File: src/i2cr_pkg.sv
`default_nettype none
package i2cr_pkg;
  // Two serial units share this register block.
  localparam int NUM_UNITS = 2;
  localparam int PRE_W     = 16;
  localparam int BYTE_W    = 8;
  localparam int ADDR_W    = 8;
  localparam int TADDR_W   = 10;
  localparam int TGT_W     = 16;
  // High prescale byte weight is 256, a shift by eight.
  localparam int PRE_HI_SHIFT = 8;
  localparam int HTRANS_ACTIVE_BIT = 1;
  localparam logic HRESP_OKAY = 1'b0;

  // Per-unit window: unit select bit and offsets within the window.
  localparam int UNIT_SEL_BIT = 5;
  localparam logic [1:0] UNIT_REGION = 2'h0;
  localparam logic [4:0] OFF_PRE_LO = 5'h00;
  localparam logic [4:0] OFF_PRE_HI = 5'h04;
  localparam logic [4:0] OFF_STATUS = 5'h08;
  localparam logic [4:0] OFF_RXBUF  = 5'h0C;
  localparam logic [4:0] OFF_TXBUF  = 5'h10;
  localparam logic [4:0] OFF_TARGET = 5'h14;
  localparam logic [4:0] OFF_EVT_IE = 5'h18;
  // Shared enable and flag registers of the two units.
  localparam logic [7:0] OFF_IE_U0  = 8'h40;
  localparam logic [7:0] OFF_IFG_U0 = 8'h44;
  localparam logic [7:0] OFF_IE_U1  = 8'h48;
  localparam logic [7:0] OFF_IFG_U1 = 8'h4C;

  // Shared flag and enable bit positions.
  localparam int BIT_TX = 3;
  localparam int BIT_RX = 2;
  // Status bit positions; the event enables use bits 3 to 0 alike.
  localparam int ST_SCL_LOW = 6;
  localparam int ST_GC      = 5;
  localparam int ST_BUSY    = 4;
  localparam int ST_NACK    = 3;
  localparam int ST_STOP    = 2;
  localparam int ST_START   = 1;
  localparam int ST_AL      = 0;
  localparam int EVT_N      = 5;
  localparam int IE_N       = 4;
  // Index of each event inside the event vector.
  localparam int EV_AL    = 0;
  localparam int EV_START = 1;
  localparam int EV_STOP  = 2;
  localparam int EV_NACK  = 3;
  localparam int EV_GC    = 4;
  localparam logic TX_FLAG_RST = 1'b1;
  localparam logic RX_FLAG_RST = 1'b0;

  typedef struct packed {
    logic       gc;
    logic       nack;
    logic       stop;
    logic       start;
    logic       al;
  } i2cr_evt_t;

  typedef struct packed {
    i2cr_evt_t  evt;
    logic       busy;
    logic       scl_low;
    logic       master;
    logic       addr10;
    logic       rx_valid;
    logic [7:0] rx_data;
    logic       tx_take;
    logic       src_tick;
  } i2cr_eng_in_t;

  typedef struct packed {
    logic [7:0] tx_data;
    logic       tx_full;
    logic [9:0] target;
    logic       bit_tick;
  } i2cr_eng_out_t;
endpackage : i2cr_pkg
`default_nettype wire

File: src/i2cr_flag.sv
`timescale 1ns/1ps
`default_nettype none
module i2cr_flag #(
  parameter logic RST_VAL = 1'b0
) (
  // Clock and reset
  input  wire logic sys_clk_i,
  input  wire logic rst_n_i,
  // Set and clear
  input  wire logic set_i,
  input  wire logic clr_i,
  // Flag
  output logic      q_o
);
  // A set in the same cycle as a clear wins, so no event is lost.
  always_ff @(posedge sys_clk_i)
  begin
    if (!rst_n_i)
      q_o <= RST_VAL;
    else if (set_i)
      q_o <= 1'b1;
    else if (clr_i)
      q_o <= 1'b0;
  end
endmodule : i2cr_flag
`default_nettype wire

File: src/i2cr_prescale.sv
`timescale 1ns/1ps
`default_nettype none
module i2cr_prescale #(
  parameter int W = 16
) (
  // Clock and reset
  input  wire logic         sys_clk_i,
  input  wire logic         rst_n_i,
  // Source clock enable and divider
  input  wire logic         src_tick_i,
  input  wire logic [W-1:0] div_i,
  // Bit clock enable
  output logic              tick_o
);
  logic [W-1:0] cnt_r;
  logic         last;

  // Divider values of zero and one both pass every source tick.
  assign last = (div_i <= W'(1)) || (cnt_r >= div_i - W'(1));

  always_ff @(posedge sys_clk_i)
  begin
    if (!rst_n_i)
    begin
      cnt_r  <= '0;
      tick_o <= 1'b0;
    end
    else
    begin
      tick_o <= src_tick_i & last;
      if (src_tick_i)
        cnt_r <= last ? '0 : cnt_r + W'(1);
    end
  end
endmodule : i2cr_prescale
`default_nettype wire

File: src/i2cr_regs.sv
`timescale 1ns/1ps
`default_nettype none
// Operation
// - Prescale equals low byte plus high times 256.
// - Receive buffer keeps last received character, readable.
// - Reading receive buffer clears its receive flag.
// - Transmit buffer holds written byte until sent.
// - Writing transmit buffer clears its transmit flag.
// - Unit 0 transmit flag bit 3, reset one.
// - Unit 0 receive flag bit 2 on character.
// - Unit 1 flags: transmit bit 3, receive 2.
// - Target address used only in master mode.
// - Seven-bit target: bit 6 MSB, 9-7 ignored.
// - Ten-bit target: bit 9 is MSB.
// - Unit 0 transmit enable bit 3 gates request.
// - Unit 0 receive enable bit 2 gates request.
// - Unit 1 enables bits 3, 2, reset zero.
module i2cr_regs (
  // Clock and reset
  input  wire logic                  sys_clk_i,
  input  wire logic                  rst_n_i,
  // AHB-Lite slave
  input  wire logic                  hsel_i,
  input  wire logic [31:0]           haddr_i,
  input  wire logic [1:0]            htrans_i,
  input  wire logic                  hwrite_i,
  input  wire logic [2:0]            hsize_i,
  input  wire logic [31:0]           hwdata_i,
  input  wire logic                  hready_i,
  output logic [31:0]                hrdata_o,
  output logic                       hreadyout_o,
  output logic                       hresp_o,
  // Protocol engine side, one entry per unit
  input  wire i2cr_pkg::i2cr_eng_in_t  [i2cr_pkg::NUM_UNITS-1:0] eng_i,
  output i2cr_pkg::i2cr_eng_out_t      [i2cr_pkg::NUM_UNITS-1:0] eng_o,
  // Interrupt
  output logic                       irq_o
);
  localparam int NU = i2cr_pkg::NUM_UNITS;

  logic                               acc;
  logic                               dp_wr_r;
  logic                               rd_wait_r;
  logic [i2cr_pkg::ADDR_W-1:0]        dp_addr_r;
  logic                               in_unit;
  logic [4:0]                         off;
  logic [31:0]                        rdata_nxt;
  logic [31:0]                        hrdata_r;
  logic                               irq_nxt;
  logic                               irq_r;

  logic [NU-1:0][i2cr_pkg::PRE_W-1:0]   pre_r;
  logic [NU-1:0][7:0]                   rx_r;
  logic [NU-1:0][7:0]                   tx_r;
  logic [NU-1:0][i2cr_pkg::TGT_W-1:0]   sa_r;
  logic [NU-1:0][i2cr_pkg::IE_N-1:0]    eie_r;
  logic [NU-1:0][1:0]                   uie_r;
  logic [NU-1:0]                        busy_r;
  logic [NU-1:0]                        scl_low_r;
  logic [NU-1:0][i2cr_pkg::TADDR_W-1:0] target_r;
  logic [NU-1:0][i2cr_pkg::EVT_N-1:0]   evf;
  logic [NU-1:0]                        rxf;
  logic [NU-1:0]                        txf;
  logic [NU-1:0]                        tick;
  logic [NU-1:0]                        rd_rx;
  logic [NU-1:0]                        wr_tx;
  logic [NU-1:0]                        wr_stat;
  logic [NU-1:0]                        wr_ifg;

  // Address phase is taken whenever the bus is ready; reads add one wait.
  assign acc = hsel_i & htrans_i[i2cr_pkg::HTRANS_ACTIVE_BIT] & hready_i;

  always_ff @(posedge sys_clk_i)
  begin
    if (!rst_n_i)
    begin
      dp_wr_r   <= 1'b0;
      rd_wait_r <= 1'b0;
      dp_addr_r <= '0;
    end
    else
    begin
      dp_wr_r   <= acc & hwrite_i;
      rd_wait_r <= acc & ~hwrite_i;
      if (acc)
        dp_addr_r <= haddr_i[i2cr_pkg::ADDR_W-1:0];
    end
  end

  // The wait state lets a read see a write that ended one cycle before.
  assign hreadyout_o = ~rd_wait_r;
  assign hresp_o     = i2cr_pkg::HRESP_OKAY;
  assign in_unit     = dp_addr_r[7:6] == i2cr_pkg::UNIT_REGION;
  assign off         = dp_addr_r[4:0];

  for (genvar u = 0; u < NU; u++)
  begin : g_unit
    localparam logic [7:0] IE_ADDR  = (u == 0) ? i2cr_pkg::OFF_IE_U0 : i2cr_pkg::OFF_IE_U1;
    localparam logic [7:0] IFG_ADDR = (u == 0) ? i2cr_pkg::OFF_IFG_U0 : i2cr_pkg::OFF_IFG_U1;
    logic                          sel;
    logic                          wr_ie;
    logic [i2cr_pkg::EVT_N-1:0]    ev_set;
    logic [i2cr_pkg::EVT_N-1:0]    ev_clr;
    logic [i2cr_pkg::BYTE_W-1:0]   wb;

    assign sel        = in_unit && (dp_addr_r[i2cr_pkg::UNIT_SEL_BIT] == 1'(u));
    assign wb         = hwdata_i[i2cr_pkg::BYTE_W-1:0];
    assign rd_rx[u]   = rd_wait_r & sel & (off == i2cr_pkg::OFF_RXBUF);
    assign wr_tx[u]   = dp_wr_r & sel & (off == i2cr_pkg::OFF_TXBUF);
    assign wr_stat[u] = dp_wr_r & sel & (off == i2cr_pkg::OFF_STATUS);
    assign wr_ifg[u]  = dp_wr_r & (dp_addr_r == IFG_ADDR);
    assign wr_ie      = dp_wr_r & (dp_addr_r == IE_ADDR);

    always_ff @(posedge sys_clk_i)
    begin
      if (!rst_n_i)
      begin
        pre_r[u] <= '0;
        sa_r[u]  <= '0;
        eie_r[u] <= '0;
        uie_r[u] <= '0;
      end
      else if (dp_wr_r)
      begin
        if (sel && off == i2cr_pkg::OFF_PRE_LO)
          pre_r[u][i2cr_pkg::PRE_HI_SHIFT-1:0] <= wb;
        if (sel && off == i2cr_pkg::OFF_PRE_HI)
          pre_r[u][i2cr_pkg::PRE_W-1:i2cr_pkg::PRE_HI_SHIFT] <= wb;
        if (sel && off == i2cr_pkg::OFF_TARGET)
          sa_r[u] <= hwdata_i[i2cr_pkg::TGT_W-1:0];
        if (sel && off == i2cr_pkg::OFF_EVT_IE)
          eie_r[u] <= wb[i2cr_pkg::IE_N-1:0];
        if (wr_ie)
          uie_r[u] <= {wb[i2cr_pkg::BIT_TX], wb[i2cr_pkg::BIT_RX]};
      end
    end

    // Receive byte capture, transmit byte hold and level sampling.
    always_ff @(posedge sys_clk_i)
    begin
      if (!rst_n_i)
      begin
        rx_r[u]      <= '0;
        tx_r[u]      <= '0;
        busy_r[u]    <= 1'b0;
        scl_low_r[u] <= 1'b0;
      end
      else
      begin
        if (eng_i[u].rx_valid)
          rx_r[u] <= eng_i[u].rx_data;
        if (wr_tx[u])
          tx_r[u] <= wb;
        busy_r[u]    <= eng_i[u].busy;
        scl_low_r[u] <= eng_i[u].scl_low;
      end
    end

    // The target address is zero while in slave mode.
    always_ff @(posedge sys_clk_i)
    begin
      if (!rst_n_i)
        target_r[u] <= '0;
      else if (!eng_i[u].master)
        target_r[u] <= '0;
      else if (eng_i[u].addr10)
        target_r[u] <= sa_r[u][i2cr_pkg::TADDR_W-1:0];
      else
        target_r[u] <= {3'h0, sa_r[u][6:0]};
    end

    // Event flags are cleared by writing one; a stop also ends the start flag.
    assign ev_set = eng_i[u].evt;
    always_comb
    begin
      ev_clr = wr_stat[u] ? {wb[i2cr_pkg::ST_GC], wb[i2cr_pkg::ST_NACK:i2cr_pkg::ST_AL]} : '0;
      ev_clr[i2cr_pkg::EV_START] = ev_clr[i2cr_pkg::EV_START] | eng_i[u].evt.stop;
    end

    for (genvar b = 0; b < i2cr_pkg::EVT_N; b++)
    begin : g_evt
      i2cr_flag #(
        .RST_VAL (1'b0)
      ) u_evt (
        .sys_clk_i (sys_clk_i),
        .rst_n_i   (rst_n_i),
        .set_i     (ev_set[b]),
        .clr_i     (ev_clr[b]),
        .q_o       (evf[u][b])
      );
    end

    i2cr_flag #(
      .RST_VAL (i2cr_pkg::RX_FLAG_RST)
    ) u_rxf (
      .sys_clk_i (sys_clk_i),
      .rst_n_i   (rst_n_i),
      .set_i     (eng_i[u].rx_valid),
      .clr_i     (rd_rx[u] | (wr_ifg[u] & wb[i2cr_pkg::BIT_RX])),
      .q_o       (rxf[u])
    );

    i2cr_flag #(
      .RST_VAL (i2cr_pkg::TX_FLAG_RST)
    ) u_txf (
      .sys_clk_i (sys_clk_i),
      .rst_n_i   (rst_n_i),
      .set_i     (eng_i[u].tx_take),
      .clr_i     (wr_tx[u] | (wr_ifg[u] & wb[i2cr_pkg::BIT_TX])),
      .q_o       (txf[u])
    );

    i2cr_prescale #(
      .W (i2cr_pkg::PRE_W)
    ) u_pre (
      .sys_clk_i  (sys_clk_i),
      .rst_n_i    (rst_n_i),
      .src_tick_i (eng_i[u].src_tick),
      .div_i      (pre_r[u]),
      .tick_o     (tick[u])
    );

    assign eng_o[u].tx_data  = tx_r[u];
    assign eng_o[u].tx_full  = ~txf[u];
    assign eng_o[u].target   = target_r[u];
    assign eng_o[u].bit_tick = tick[u];
  end

  // Read data are formed from the captured address during the wait state.
  always_comb
  begin
    rdata_nxt = '0;
    for (int k = 0; k < NU; k++)
    begin
      if (in_unit && dp_addr_r[i2cr_pkg::UNIT_SEL_BIT] == k[0])
      begin
        unique case (off)
          i2cr_pkg::OFF_PRE_LO: rdata_nxt[7:0] = pre_r[k][7:0];
          i2cr_pkg::OFF_PRE_HI: rdata_nxt[7:0] = pre_r[k][15:8];
          i2cr_pkg::OFF_STATUS:
          begin
            rdata_nxt[i2cr_pkg::ST_SCL_LOW] = scl_low_r[k];
            rdata_nxt[i2cr_pkg::ST_GC]      = evf[k][i2cr_pkg::EV_GC];
            rdata_nxt[i2cr_pkg::ST_BUSY]    = busy_r[k];
            rdata_nxt[i2cr_pkg::ST_NACK]    = evf[k][i2cr_pkg::EV_NACK];
            rdata_nxt[i2cr_pkg::ST_STOP]    = evf[k][i2cr_pkg::EV_STOP];
            rdata_nxt[i2cr_pkg::ST_START]   = evf[k][i2cr_pkg::EV_START];
            rdata_nxt[i2cr_pkg::ST_AL]      = evf[k][i2cr_pkg::EV_AL];
          end
          i2cr_pkg::OFF_RXBUF:  rdata_nxt[7:0] = rx_r[k];
          i2cr_pkg::OFF_TXBUF:  rdata_nxt[7:0] = tx_r[k];
          i2cr_pkg::OFF_TARGET: rdata_nxt[15:0] = sa_r[k];
          i2cr_pkg::OFF_EVT_IE: rdata_nxt[3:0] = eie_r[k];
          default:              rdata_nxt = '0;
        endcase
      end
    end
    unique case (dp_addr_r)
      i2cr_pkg::OFF_IE_U0:
      begin
        rdata_nxt[i2cr_pkg::BIT_TX] = uie_r[0][1];
        rdata_nxt[i2cr_pkg::BIT_RX] = uie_r[0][0];
      end
      i2cr_pkg::OFF_IFG_U0:
      begin
        rdata_nxt[i2cr_pkg::BIT_TX] = txf[0];
        rdata_nxt[i2cr_pkg::BIT_RX] = rxf[0];
      end
      i2cr_pkg::OFF_IE_U1:
      begin
        rdata_nxt[i2cr_pkg::BIT_TX] = uie_r[1][1];
        rdata_nxt[i2cr_pkg::BIT_RX] = uie_r[1][0];
      end
      i2cr_pkg::OFF_IFG_U1:
      begin
        rdata_nxt[i2cr_pkg::BIT_TX] = txf[1];
        rdata_nxt[i2cr_pkg::BIT_RX] = rxf[1];
      end
      default:
      begin
      end
    endcase
  end

  always_ff @(posedge sys_clk_i)
  begin
    if (!rst_n_i)
      hrdata_r <= '0;
    else if (rd_wait_r)
      hrdata_r <= rdata_nxt;
  end

  assign hrdata_o = hrdata_r;

  // One level interrupt collects every enabled request of both units.
  always_comb
  begin
    irq_nxt = 1'b0;
    for (int k = 0; k < NU; k++)
    begin
      irq_nxt = irq_nxt | (|(evf[k][i2cr_pkg::IE_N-1:0] & eie_r[k]));
      irq_nxt = irq_nxt | (txf[k] & uie_r[k][1]);
      irq_nxt = irq_nxt | (rxf[k] & uie_r[k][0]);
    end
  end

  always_ff @(posedge sys_clk_i)
  begin
    if (!rst_n_i)
      irq_r <= 1'b0;
    else
      irq_r <= irq_nxt;
  end

  assign irq_o = irq_r;

  a_rx_read_clr: assert property (@(posedge sys_clk_i) disable iff (!rst_n_i)
    rd_rx[0] && !eng_i[0].rx_valid |=> !rxf[0])
    else $error("receive flag not cleared by buffer read");

  a_tx_write_clr: assert property (@(posedge sys_clk_i) disable iff (!rst_n_i)
    wr_tx[0] && !eng_i[0].tx_take |=> !txf[0] && eng_o[0].tx_full)
    else $error("transmit flag not cleared by buffer write");

  a_tx_reset_one: assert property (@(posedge sys_clk_i)
    !rst_n_i |=> txf[0] && txf[1] && !rxf[0] && uie_r[1] == 2'h0)
    else $error("flag or enable reset value wrong");

  a_rx_capture: assert property (@(posedge sys_clk_i) disable iff (!rst_n_i)
    eng_i[1].rx_valid |=> rxf[1] && rx_r[1] == $past(eng_i[1].rx_data))
    else $error("received character not captured");

  a_tx_hold: assert property (@(posedge sys_clk_i) disable iff (!rst_n_i)
    wr_tx[0] ##1 (!wr_tx[0])[*2] |-> eng_o[0].tx_data == $past(hwdata_i[7:0], 2))
    else $error("transmit byte not held");

  a_start_on_stop: assert property (@(posedge sys_clk_i) disable iff (!rst_n_i)
    eng_i[0].evt.stop && !eng_i[0].evt.start |=> !evf[0][i2cr_pkg::EV_START])
    else $error("start flag survived a stop");

  a_target_seven: assert property (@(posedge sys_clk_i) disable iff (!rst_n_i)
    eng_i[0].master && !eng_i[0].addr10 |=> eng_o[0].target == {3'h0, $past(sa_r[0][6:0])})
    else $error("seven-bit target address wrong");

  a_target_slave: assert property (@(posedge sys_clk_i) disable iff (!rst_n_i)
    !eng_i[0].master |=> eng_o[0].target == 10'h000)
    else $error("target address driven in slave mode");

  a_irq_tx_gate: assert property (@(posedge sys_clk_i) disable iff (!rst_n_i)
    txf[0] && uie_r[0][1] |=> irq_o)
    else $error("enabled transmit request gave no interrupt");

  a_event_set: assert property (@(posedge sys_clk_i) disable iff (!rst_n_i)
    eng_i[1].evt.nack ##1 eie_r[1][i2cr_pkg::ST_NACK] |=> irq_o)
    else $error("enabled nack event gave no interrupt");

  a_read_wait: assert property (@(posedge sys_clk_i) disable iff (!rst_n_i)
    acc && !hwrite_i |=> !hreadyout_o ##1 hreadyout_o)
    else $error("read wait state wrong");
endmodule : i2cr_regs
`default_nettype wire

File: config.mk
export PLATFORM = sky130hd
export DESIGN_NAME = i2cr_regs
export DESIGN_NICKNAME = d
export VERILOG_FILES = /design/src/i2cr_pkg.sv /design/src/i2cr_flag.sv /design/src/i2cr_prescale.sv /design/src/i2cr_regs.sv
export SDC_FILE = /design/constraint.sdc
export NUM_CORES = 1
export LEC_CHECK = 0
export CAP_MARGIN = 15
export CORE_MARGIN = 5
export CORE_UTILIZATION = 35
export CTS_CLUSTER_SIZE = 25
export DETAILED_ROUTE_END_ITERATION = 16
export DONT_BUFFER_PORTS = 1
export SLEW_MARGIN = 15
export SYNTH_ARGS = -nofsm -noshare
export SYNTH_HDL_FRONTEND = slang
export SYNTH_SLANG_ARGS = --single-unit
export TNS_END_PERCENT = 5
File: constraint.sdc
create_clock -name sys_clk_i -period 4 [get_ports sys_clk_i]
set_clock_uncertainty 0.05 [all_clocks]
set_input_delay 0.2 -clock sys_clk_i [delete_from_list [all_inputs] [get_ports sys_clk_i]]
set_output_delay 0.2 -clock sys_clk_i [all_outputs]
set_load 0.02 [all_outputs]
Word-level counts from Yosys, hierarchy flattened --
Cells that the tools add are included.
Storage, ports and cells: flip-flop bits (word level) 223, input port bits 114, output and inout bits 75
Operators by class: bitwise logic cells 47, magnitude comparators 4, multiplexer cells 40, equality and inequality tests 10, add/subtract/negate cells 4, reduce and logical (&&, ||, !) cells 47
Operators by type and width (count):
- $mux 16 | 4
- $pmux 4 s7 | 2
- $add 16x1->16 const B | 2
- $eq 8x7->1 const B | 4
- $ge 16x16->1 | 2
- $le 16x1->1 const B | 2
- $mux 32 | 1
- $sub 16x1->16 const B | 2
- $and 1x1->1 | 28
- $mux 1 | 24
- $reduce_and 2->1 | 12
- $reduce_bool 2->1 | 12
- $pmux 3 s7 | 1
- $pmux 3 s6 | 1
- $pmux 8 s2 | 1
- $eq 5x5->1 const B | 3
- $or 1x1->1 | 11
- $eq 5x4->1 const B | 2
- $logic_and 1x1->1 | 10
- $mux 5 | 2
- $and 4x4->4 | 2
- $mux 8 | 1
- $pmux 2 s4 | 1
- $reduce_or 4->1 | 2
- other kinds (11) | 20

Depth between registers and ports, before layout --
Gate-level depths: netlist of the first run.
depth after elaboration 8, depth in mapped cells 14

Cells and area by module --
Synthesis of the first run repeated with hierarchy kept, for this count alone.
Unflattened totals: cells, all modules 1196, area total of the unflattened synthesis 10448.8 µm²
Modules (own cells, without submodules):
- i2cr_regs | area each 7009.2 µm², cells an instance 816, times used 1
- i2cr_prescale (g_unit[0].u_pre) | area each 1443.9 µm², cells an instance 169, times used 1
- i2cr_prescale (g_unit[1].u_pre) | area each 1432.6 µm², cells an instance 169, times used 1
- i2cr_flag (g_unit[0].g_evt[0].u_evt ...) | area each 41.3 µm², cells an instance 3, times used 12
- i2cr_flag (g_unit[0].u_txf ...) | area each 33.8 µm², cells an instance 3, times used 2

Least setup slack after synthesis of the first run --
OpenSTA, ideal clock, no wires.
path type reg-to-reg, from register pre_r[2] (netlist bit), to register g_unit[0].u_pre.cnt_r[10], arrival 2691 ps, buffers on the path 1, path slack 1142 ps, period minus slack after synthesis 2858 ps, data required time 3833 ps, stages on the path, launching flop included 13, path through dfxtp_1 -> nor4_2 -> nand2_1 -> nor4_1 -> xnor2_1 -> ha_1 -> a21oi_1 -> o21ai_1 -> a41oi_1 -> or3_1 -> o221ai_1 -> buf_2 -> nor2_1
Between the ends: longest elaborated chain between the ends 4
RTL lines:
- from (decl) | RTL line i2cr_regs.sv:52 | logic [NU-1:0][i2cr_pkg::PRE_W-1:0] pre_r;
- from (signal, indexed assignment) | RTL line i2cr_regs.sv:126 | pre_r[u][i2cr_pkg::PRE_HI_SHIFT-1:0] <= wb;
- from (signal, indexed assignment) | RTL line i2cr_regs.sv:128 | pre_r[u][i2cr_pkg::PRE_W-1:i2cr_pkg::PRE_HI_SHIFT] <= wb;
- $sub 16x1->16 | RTL line i2cr_prescale.sv:19 | assign last = (div_i <= W'(1)) || (cnt_r >= div_i - W'(1));
- $ge 16x16->1 | RTL line i2cr_prescale.sv:19
- $logic_or 1x1->1 * | RTL line i2cr_prescale.sv:19
- $mux 16 * | RTL line i2cr_prescale.sv:32 | cnt_r <= last ? '0 : cnt_r + W'(1);
- to (signal assigned) | RTL line i2cr_prescale.sv:32
- to (decl) | RTL line i2cr_prescale.sv:15 | logic [W-1:0] cnt_r;
Every way passes the cells marked *; elsewhere a longest branch is shown, timed or not. A chain may end at the register's enable or synchronous reset.

Worst setup path after layout of the first run --
from register dp_addr_r[5] (netlist bit), to register g_unit[1].u_txf.q_o
Between the ends: longest elaborated chain between the ends 4
RTL lines:
- from (decl) | RTL line i2cr_regs.sv:44 | logic [i2cr_pkg::ADDR_W-1:0] dp_addr_r;
- from (signal assigned) | RTL line i2cr_regs.sv:86 | dp_addr_r <= haddr_i[i2cr_pkg::ADDR_W-1:0];
- $eq 8x7->1 / $logic_and 1x1->1 (equally long branches) | RTL line i2cr_regs.sv:111, i2cr_regs.sv:106
- $and 1x1->1 (on tied branches) | RTL line i2cr_regs.sv:111, i2cr_regs.sv:109
- $and 1x1->1 (on tied branches) | RTL line i2cr_regs.sv:209, i2cr_regs.sv:109
- $or 1x1->1 * | RTL line i2cr_regs.sv:209 | .clr_i (wr_tx[u] | (wr_ifg[u] & wb[i2cr_pkg::BIT_TX])),
- to (signal assigned) | RTL line i2cr_flag.sv:19 | q_o <= RST_VAL;
- to (signal assigned) | RTL line i2cr_flag.sv:21 | q_o <= 1'b1;
- to (signal assigned) | RTL line i2cr_flag.sv:23 | q_o <= 1'b0;
- to (decl) | RTL line i2cr_flag.sv:13 | output logic q_o
Marks and branches as above.

==> flow_summary.toml, run 1 <==
[outcome]
status = "finished, final reports clean"

[finish]
final_nets = 1384
final_area_mm2 = 0.0118
area_growth_pct = 18.5
drive_gt1_share_pct = 7.85
fill_cells = 2770

[clocking]
cts_buffers = 24
worst_setup_hold_path_clk_slew_ns = 0.06
clk_path_buf_depth = 3
cts.sinks = 207
insertion_delay_ns = 0.54
post_cts_buffers = 0
cts_max_level = 1
root_buffer = "clkbuf_16"
cts_tree = "done"

[logic_synthesis]
synth-seq-cells = 207
synth_common_cells = "dfxtp_1 (207), nand2_1 (196), a21oi_1 (122)"
ys.flop_type = "dfxtp_1"
synth.most_common_cell = "dfxtp_1"
synth_area_leaders = "dfxtp_1 (42%), nand2_1 (7.4%), a21oi_1 (6.1%)"
syn_area_mm2 = 0.00997
yosys_warnings = 0
async_reset_ff_share_pct = 0
netlist.area_leader.share_pct = 41.6
syn_area_per_cell_um2 = 8.40
ys_seq_area_share_pct = 41.6
synth_cell_types = 72
syn_inst = 1187
synth_edf_count = 0
synth_top_cell_by_area = "dfxtp_1"

[sta]
hold_violations = 0
worst_pin_slew_ns = 1.06
setup_tns_ns = 0
post-route-min-period_ns = 3.28
timing.final.ws_setup_ns = 0.723
max_freq_ghz = 0.305
maxSlewHeadroom_pct = 29.5
fin_crit_sh_pct = 81.9
setup_viol = 0
report.final.slew_viol_count = 0
rsz0062_at_grt = "false"

[routing]
drt_drc_violations_left = 0
wirelength_um = 31800
post_drt_via_cell_ratio = 5.38
ant_nets = 0
routedWlPerCell_um = 19.5
dr.first_iter.drc_count = 727
drt-pass1-iter-count = 8
vias = 8751

[floorplanning]
ios = 189
die_area_mm2 = 0.0320
start_util_pct = 35.7
die_h_um = 179
core_area_mm2 = 0.0279
die_w_um = 179
core.rowCount = 61

[critical_path]
crit_required_ns = 4.37
arrival_ns = 3.65
rr_startpoint = "dp_addr_r[5]$_SDFFE_PN0P_"
critical_path.max_stage_delay_ns = 0.72
crit_path_start_kind = "flip-flop"
cp_slowest_cell = "nor3b_1"
crit_type = "flip-flop to flip-flop"
critical_path_buf_inv_count = 2
cp_top_family = "simple AND/OR/NAND/NOR gates"
r2r_end = "g_unit[1].u_txf.q_o$_SDFFE_PP1P_"
r2r_cells = 6
endpoint_kind = "flip-flop"
crit_cells = 6
path_max_fanout = 21
r2r_slack_ns = 0.72
path_cells = "nor3b_1, and2_1, buf_4, nand2_1, a311o_1, dlygate4sd3_1"

[min_path]
min_from = "eng_i[0]"
whs_path_depth = 4
holdPathEnd = "g_unit[0].u_pre.cnt_r[4]$_SDFFE_PN0P_"
worstHoldPathType = "input port to flip-flop"

[power]
power_frac_seq_pct = 45.9
power.leakage_nw = 4.64
internal_power_w = 0.00351
p_sw_share_pct = 24.4
powerDensity_mw_per_mm2 = 393
p_comb_share_pct = 6.6
p_clk_share_pct = 47.6
p_switching_w = 0.00113
ir_worst_vdd_mv = 0.427

[grt]
grt_usage_pct = 19.4
grt_pass1_wl_um = 48800
grt_start_max_net_pins = 74
gr-total-overflow = 0
grt_pass1_vias = 8419
antenna_found_initial = 1

[placed_design]
dp_hpwl_um = 22100
portBuffers = 0
placed_area_mm2 = 0.0102
post-place-ws_ns = 0.349
place_congestion = 0.878

[job]
cap_violations = 0
==> final cells by class <==
class / count / area (µm²) / area share (%)
repair buffers: 96 / 933 / 7.91
well taps: 378 / 473 / 4.01
multi-input cells: 881 / 5370 / 45.4
clock buffers: 33 / 704 / 5.97
diodes: 1 / 2.50 / 0.0212
clock inverters: 9 / 98.8 / 0.837
inverters: 22 / 85.1 / 0.721
flip-flops and latches: 207 / 4140 / 35.1
==> per-layer routing <==
| layer | GRT usage, % | up-vias | share of wire [%] | routed length (µm) |
|---|---|---|---|---|
| met4 | 6.40 | 0 | 3.6 | 1140 |
| met1 | 26.1 | 4122 | 44 | 14100 |
| met3 | 5.27 | 66 | 8.9 | 2840 |
| met5 | 0 | - | 0 | 0 |
| li1 | - | 4209 | - | - |
| met2 | 30.0 | 354 | 43 | 13700 |
==> cell families (layout without fill, tap and decap cells) <==
logic type	after synthesis	in the layout	synth area share (%)
other cells	1	18	0.0376
buf+inv	115	160	5.31
xor+xnor	56	56	4.92
fa+ha+maj	38	38	4.77
compound gates	217	217	13.9
simple gates	494	494	23.0
mux	59	59	6.43
flops	207	207	41.6
==> power by group through the flow <==
stage	sequential [W]	clock [W]	combinational, W
5_1_grt	0.00213	0.00233	0.000329
3_3_place_gp	0.00217	0	0.000197
4_1_cts	0.00213	0.00224	0.000298
6_report	0.00213	0.00221	0.000304
2_1_floorplan	0.00215	0	0.000199
3_5_place_dp	0.00217	0	0.000199
==> sequential cells by signal, indices dropped and copies added (netlist names), 4 cells and up <==
| signal | cells |
|---|---|
| g_unit.g_evt.u_evt.q_o | 10 |
| uie_r | 4 |
| dp_addr_r | 8 |
| rx_r | 16 |
| sa_r | 32 |
| pre_r | 32 |
| eie_r | 8 |
| eng_o | 36 |
| hrdata_o | 16 |
| g_unit.u_pre.cnt_r | 32 |
==> per-stage QoR <==
stage          total power, W  hold WS, ns  std cells  utilization, %
6_report              0.00464       0.0269       1627            42.3
5_1_grt               0.00479       0.0608       1627            42.3
4_1_cts               0.00466       0.0162       1625            42.2
3_5_place_dp          0.00237        0.233       1503            36.4
3_3_place_gp          0.00237        0.232       1503            36.4
2_1_floorplan         0.00235        0.229       1203               -
==> how the worst max path moves through the flow <==
stage,start,endpoint,slack (ns)
after floorplan,pre_r[2]$_SDFFE_PN0P_,g_unit[0].u_pre.cnt_r[10]$_SDFFE_PN0P_,1.14
after global placement,pre_r[2]$_SDFFE_PN0P_,g_unit[0].u_pre.cnt_r[4]$_SDFFE_PN0P_,0.45
after detailed placement,pre_r[2]$_SDFFE_PN0P_,g_unit[0].u_pre.cnt_r[13]$_SDFFE_PN0P_,0.35
after CTS,pre_r[2]$_SDFFE_PN0P_,g_unit[0].u_pre.cnt_r[13]$_SDFFE_PN0P_,0.35
after global routing,pre_r[2]$_SDFFE_PN0P_,g_unit[0].u_pre.cnt_r[13]$_SDFFE_PN0P_,0.37
final,dp_addr_r[5]$_SDFFE_PN0P_,g_unit[1].u_txf.q_o$_SDFFE_PP1P_,0.72
==> cell usage in the layout, fill, tap and decap left out, types with 11 or more instances in the layout <==
cell	Yosys	routed
conb_1	1	17
ha_1	38	38
inv_1	21	20
nand3_1	60	60
and2_1	11	11
buf_4	20	15
clkbuf_16	0	24
and3_1	36	36
a221oi_1	14	14
mux2i_1	46	46
dlygate4sd3_1	0	80
a21oi_1	122	122
xor2_1	27	27
dfxtp_1	207	207
nand2_1	196	196
nor2_2	11	11
nand4_1	11	11
nor2_1	103	103
o21ai_0	13	13
nor3_1	25	24
xnor2_1	29	29
==> timing repair <==
item / CTS / global route
resized for setup: 0 / 1
endpoints found under the hold margin: 182 / 12
hold buffers: 80 / 1
endpoints found under the setup margin: 0 / 9
==> tightest hold or removal path: cells and delay by family <==
kind	cells	cell delay, ns
xor gates and xnor gates	1	0.06
and+or+nand+nor	3	0.29
Power figures use the tool's default switching activity.
==> run 2: changes to the inputs <==
==> constraint.sdc (replaced) <==
create_clock -name sys_clk_i -period 3.2 [get_ports sys_clk_i]
set_clock_uncertainty 0.05 [all_clocks]
set_input_delay 0.16 -clock sys_clk_i [delete_from_list [all_inputs] [get_ports sys_clk_i]]
set_output_delay 0.16 -clock sys_clk_i [all_outputs]
set_load 0.02 [all_outputs]
==> flow_summary.toml, run 2 (same netlist as run 1, synthesis figures left out) <==
[outcome]
status = "finished, final reports clean"

[power]
power.leakage_nw = 4.77
power_frac_seq_pct = 44.5
internal_power_w = 0.00455
p_clk_share_pct = 48.9
p_comb_share_pct = 6.6
p_sw_share_pct = 23.8
ir_worst_vdd_mv = 0.447
p_switching_w = 0.00142
powerDensity_mw_per_mm2 = 495
p_total_w = 0.00597

[sta]
fin_crit_sh_pct = 93.5
post-route-min-period_ns = 2.99
worst_pin_slew_ns = 0.865
setup_tns_ns = 0
hold_violations = 0
report.final.slew_viol_count = 0
hold_slack_ns = 0.00275
maxSlewHeadroom_pct = 41.9
setup_viol = 0
max_freq_ghz = 0.334

[placed_design]
placed_area_mm2 = 0.0103
portBuffers = 0
dp_hpwl_um = 22300
placed_cells = 1522
place_congestion = 0.883

[clocking]
root_buffer = "clkbuf_16"
cts_buffers = 25
worst_setup_hold_path_clk_slew_ns = 0.06
insertion_delay_ns = 0.54
cts_tree = "done"
clk_path_buf_depth = 3
cts_max_level = 1
cts.sinks = 207

[floorplanning]
die_area_mm2 = 0.0320
die_w_um = 179
ios = 189
core_area_mm2 = 0.0279
die_h_um = 179
core.rowCount = 61
start_util_pct = 35.7

[routing]
ant_nets = 0
wirelength_um = 31800
routedWlPerCell_um = 19.2
post_drt_via_cell_ratio = 5.32
drt-pass1-iter-count = 6
dr.first_iter.drc_count = 806
vias = 8805
drt_drc_violations_left = 0

[grt]
gr-total-overflow = 0
grt_usage_pct = 19.6
grt_pass1_vias = 8490
grt_start_max_net_pins = 73
grt_pass1_wl_um = 49200
antenna_found_initial = 1

[critical_path]
critical_path.max_stage_delay_ns = 0.56
arrival_ns = 3.37
crit_required_ns = 3.57
crit_path_start_kind = "flip-flop"
endpoint_kind = "flip-flop"
crit_type = "flip-flop to flip-flop"
cp_slowest_cell = "dlygate4sd3_1"
path_max_fanout = 16
path_cells = "or3b_1, nor3_2, buf_4, nand2_1, a311o_1, dlygate4sd3_1"

[finish]
layout_commonest_cell = "dfxtp_1"
largest_reg_flops = 36
fin_cells = 1654
fill_cells = 2805
final_area_mm2 = 0.0121
mostFrequentLayoutCells = "dfxtp_1 (206), nand2_1 (196), a21oi_1 (122)"
final_nets = 1410
drive_gt1_share_pct = 9.18
area_growth_pct = 21.1

[min_path]
worstHoldPathType = "input port to flip-flop"

[job]
cap_violations = 0
-- run 2: area by class of cell --
type | instances | area, µm² | area share (%)
Clock buffer | 35 | 703 | 5.82
Sequential cell | 207 | 4150 | 34.3
Antenna cell | 1 | 2.50 | 0.0207
Inverter | 22 | 85.1 | 0.705
Multi-Input combinational cell | 881 | 5370 | 44.5
Tap cell | 378 | 473 | 3.92
Timing Repair Buffer | 121 | 1150 | 9.51
Clock inverter | 9 | 144 | 1.19
-- run 2: final timing paths --
kind	from	to	slack (ns)	cells past startpoint
worst min-delay path	rst_n_i	eng_o[10]$_SDFF_PN0_	0.003	2
worst max register to register	dp_addr_r[4]$_SDFFE_PN0P_	g_unit[0].u_txf.q_o$_SDFFE_PP1P_	0.21	6
worst min register to register	sa_r[10]$_SDFFE_PN0P_	sa_r[10]$_SDFFE_PN0P_	0.41	2
worst max-delay path	dp_addr_r[4]$_SDFFE_PN0P_	g_unit[0].u_txf.q_o$_SDFFE_PP1P_	0.21	6
-- run 2: through the flow --
step / utilization [%] / worst slack [ns]
CTS: 43.2 / 0.0808
global placement: 37.0 / 0.272
global route: 43.2 / -0.0210
detailed placement: 37.0 / 0.225
finish: 43.2 / 0.209
floorplan: - / 0.342
-- run 2: routing by layer --
| layer | global-route usage, % | part of all wire, % |
|---|---|---|
| met5 | 0 | 0.041 |
| met3 | 5.21 | 9.2 |
| met1 | 26.8 | 44 |
| met2 | 30.8 | 45 |
| met4 | 5.08 | 2.2 |
-- run 2: critical path: cells and delay by family, from the launching register on --
| kind | cells | cell delay (ns) |
|---|---|---|
| flops | 1 | 0.52 |
| buf+inv | 2 | 0.86 |
| simple gates | 3 | 1.03 |
| compound gates | 1 | 0.39 |
-- run 2: timing repair --
item / in CTS / in global routing
endpoints found under the hold margin: 194 / 0
hold buffers: 87 / 0
setup buffers: 0 / 0
setup endpoints to repair: 0 / 25
resized for setup: 0 / 3
-- run 2: power by group through the flow --
stage,clock (W),sequential [W],combinational (W)
floorplan,0,0.00269,0.000249
global route,0.00307,0.00266,0.000427
finish,0.00292,0.00266,0.000392
detailed placement,0,0.00272,0.000260
CTS,0.00297,0.00266,0.000388
global placement,0,0.00272,0.000257
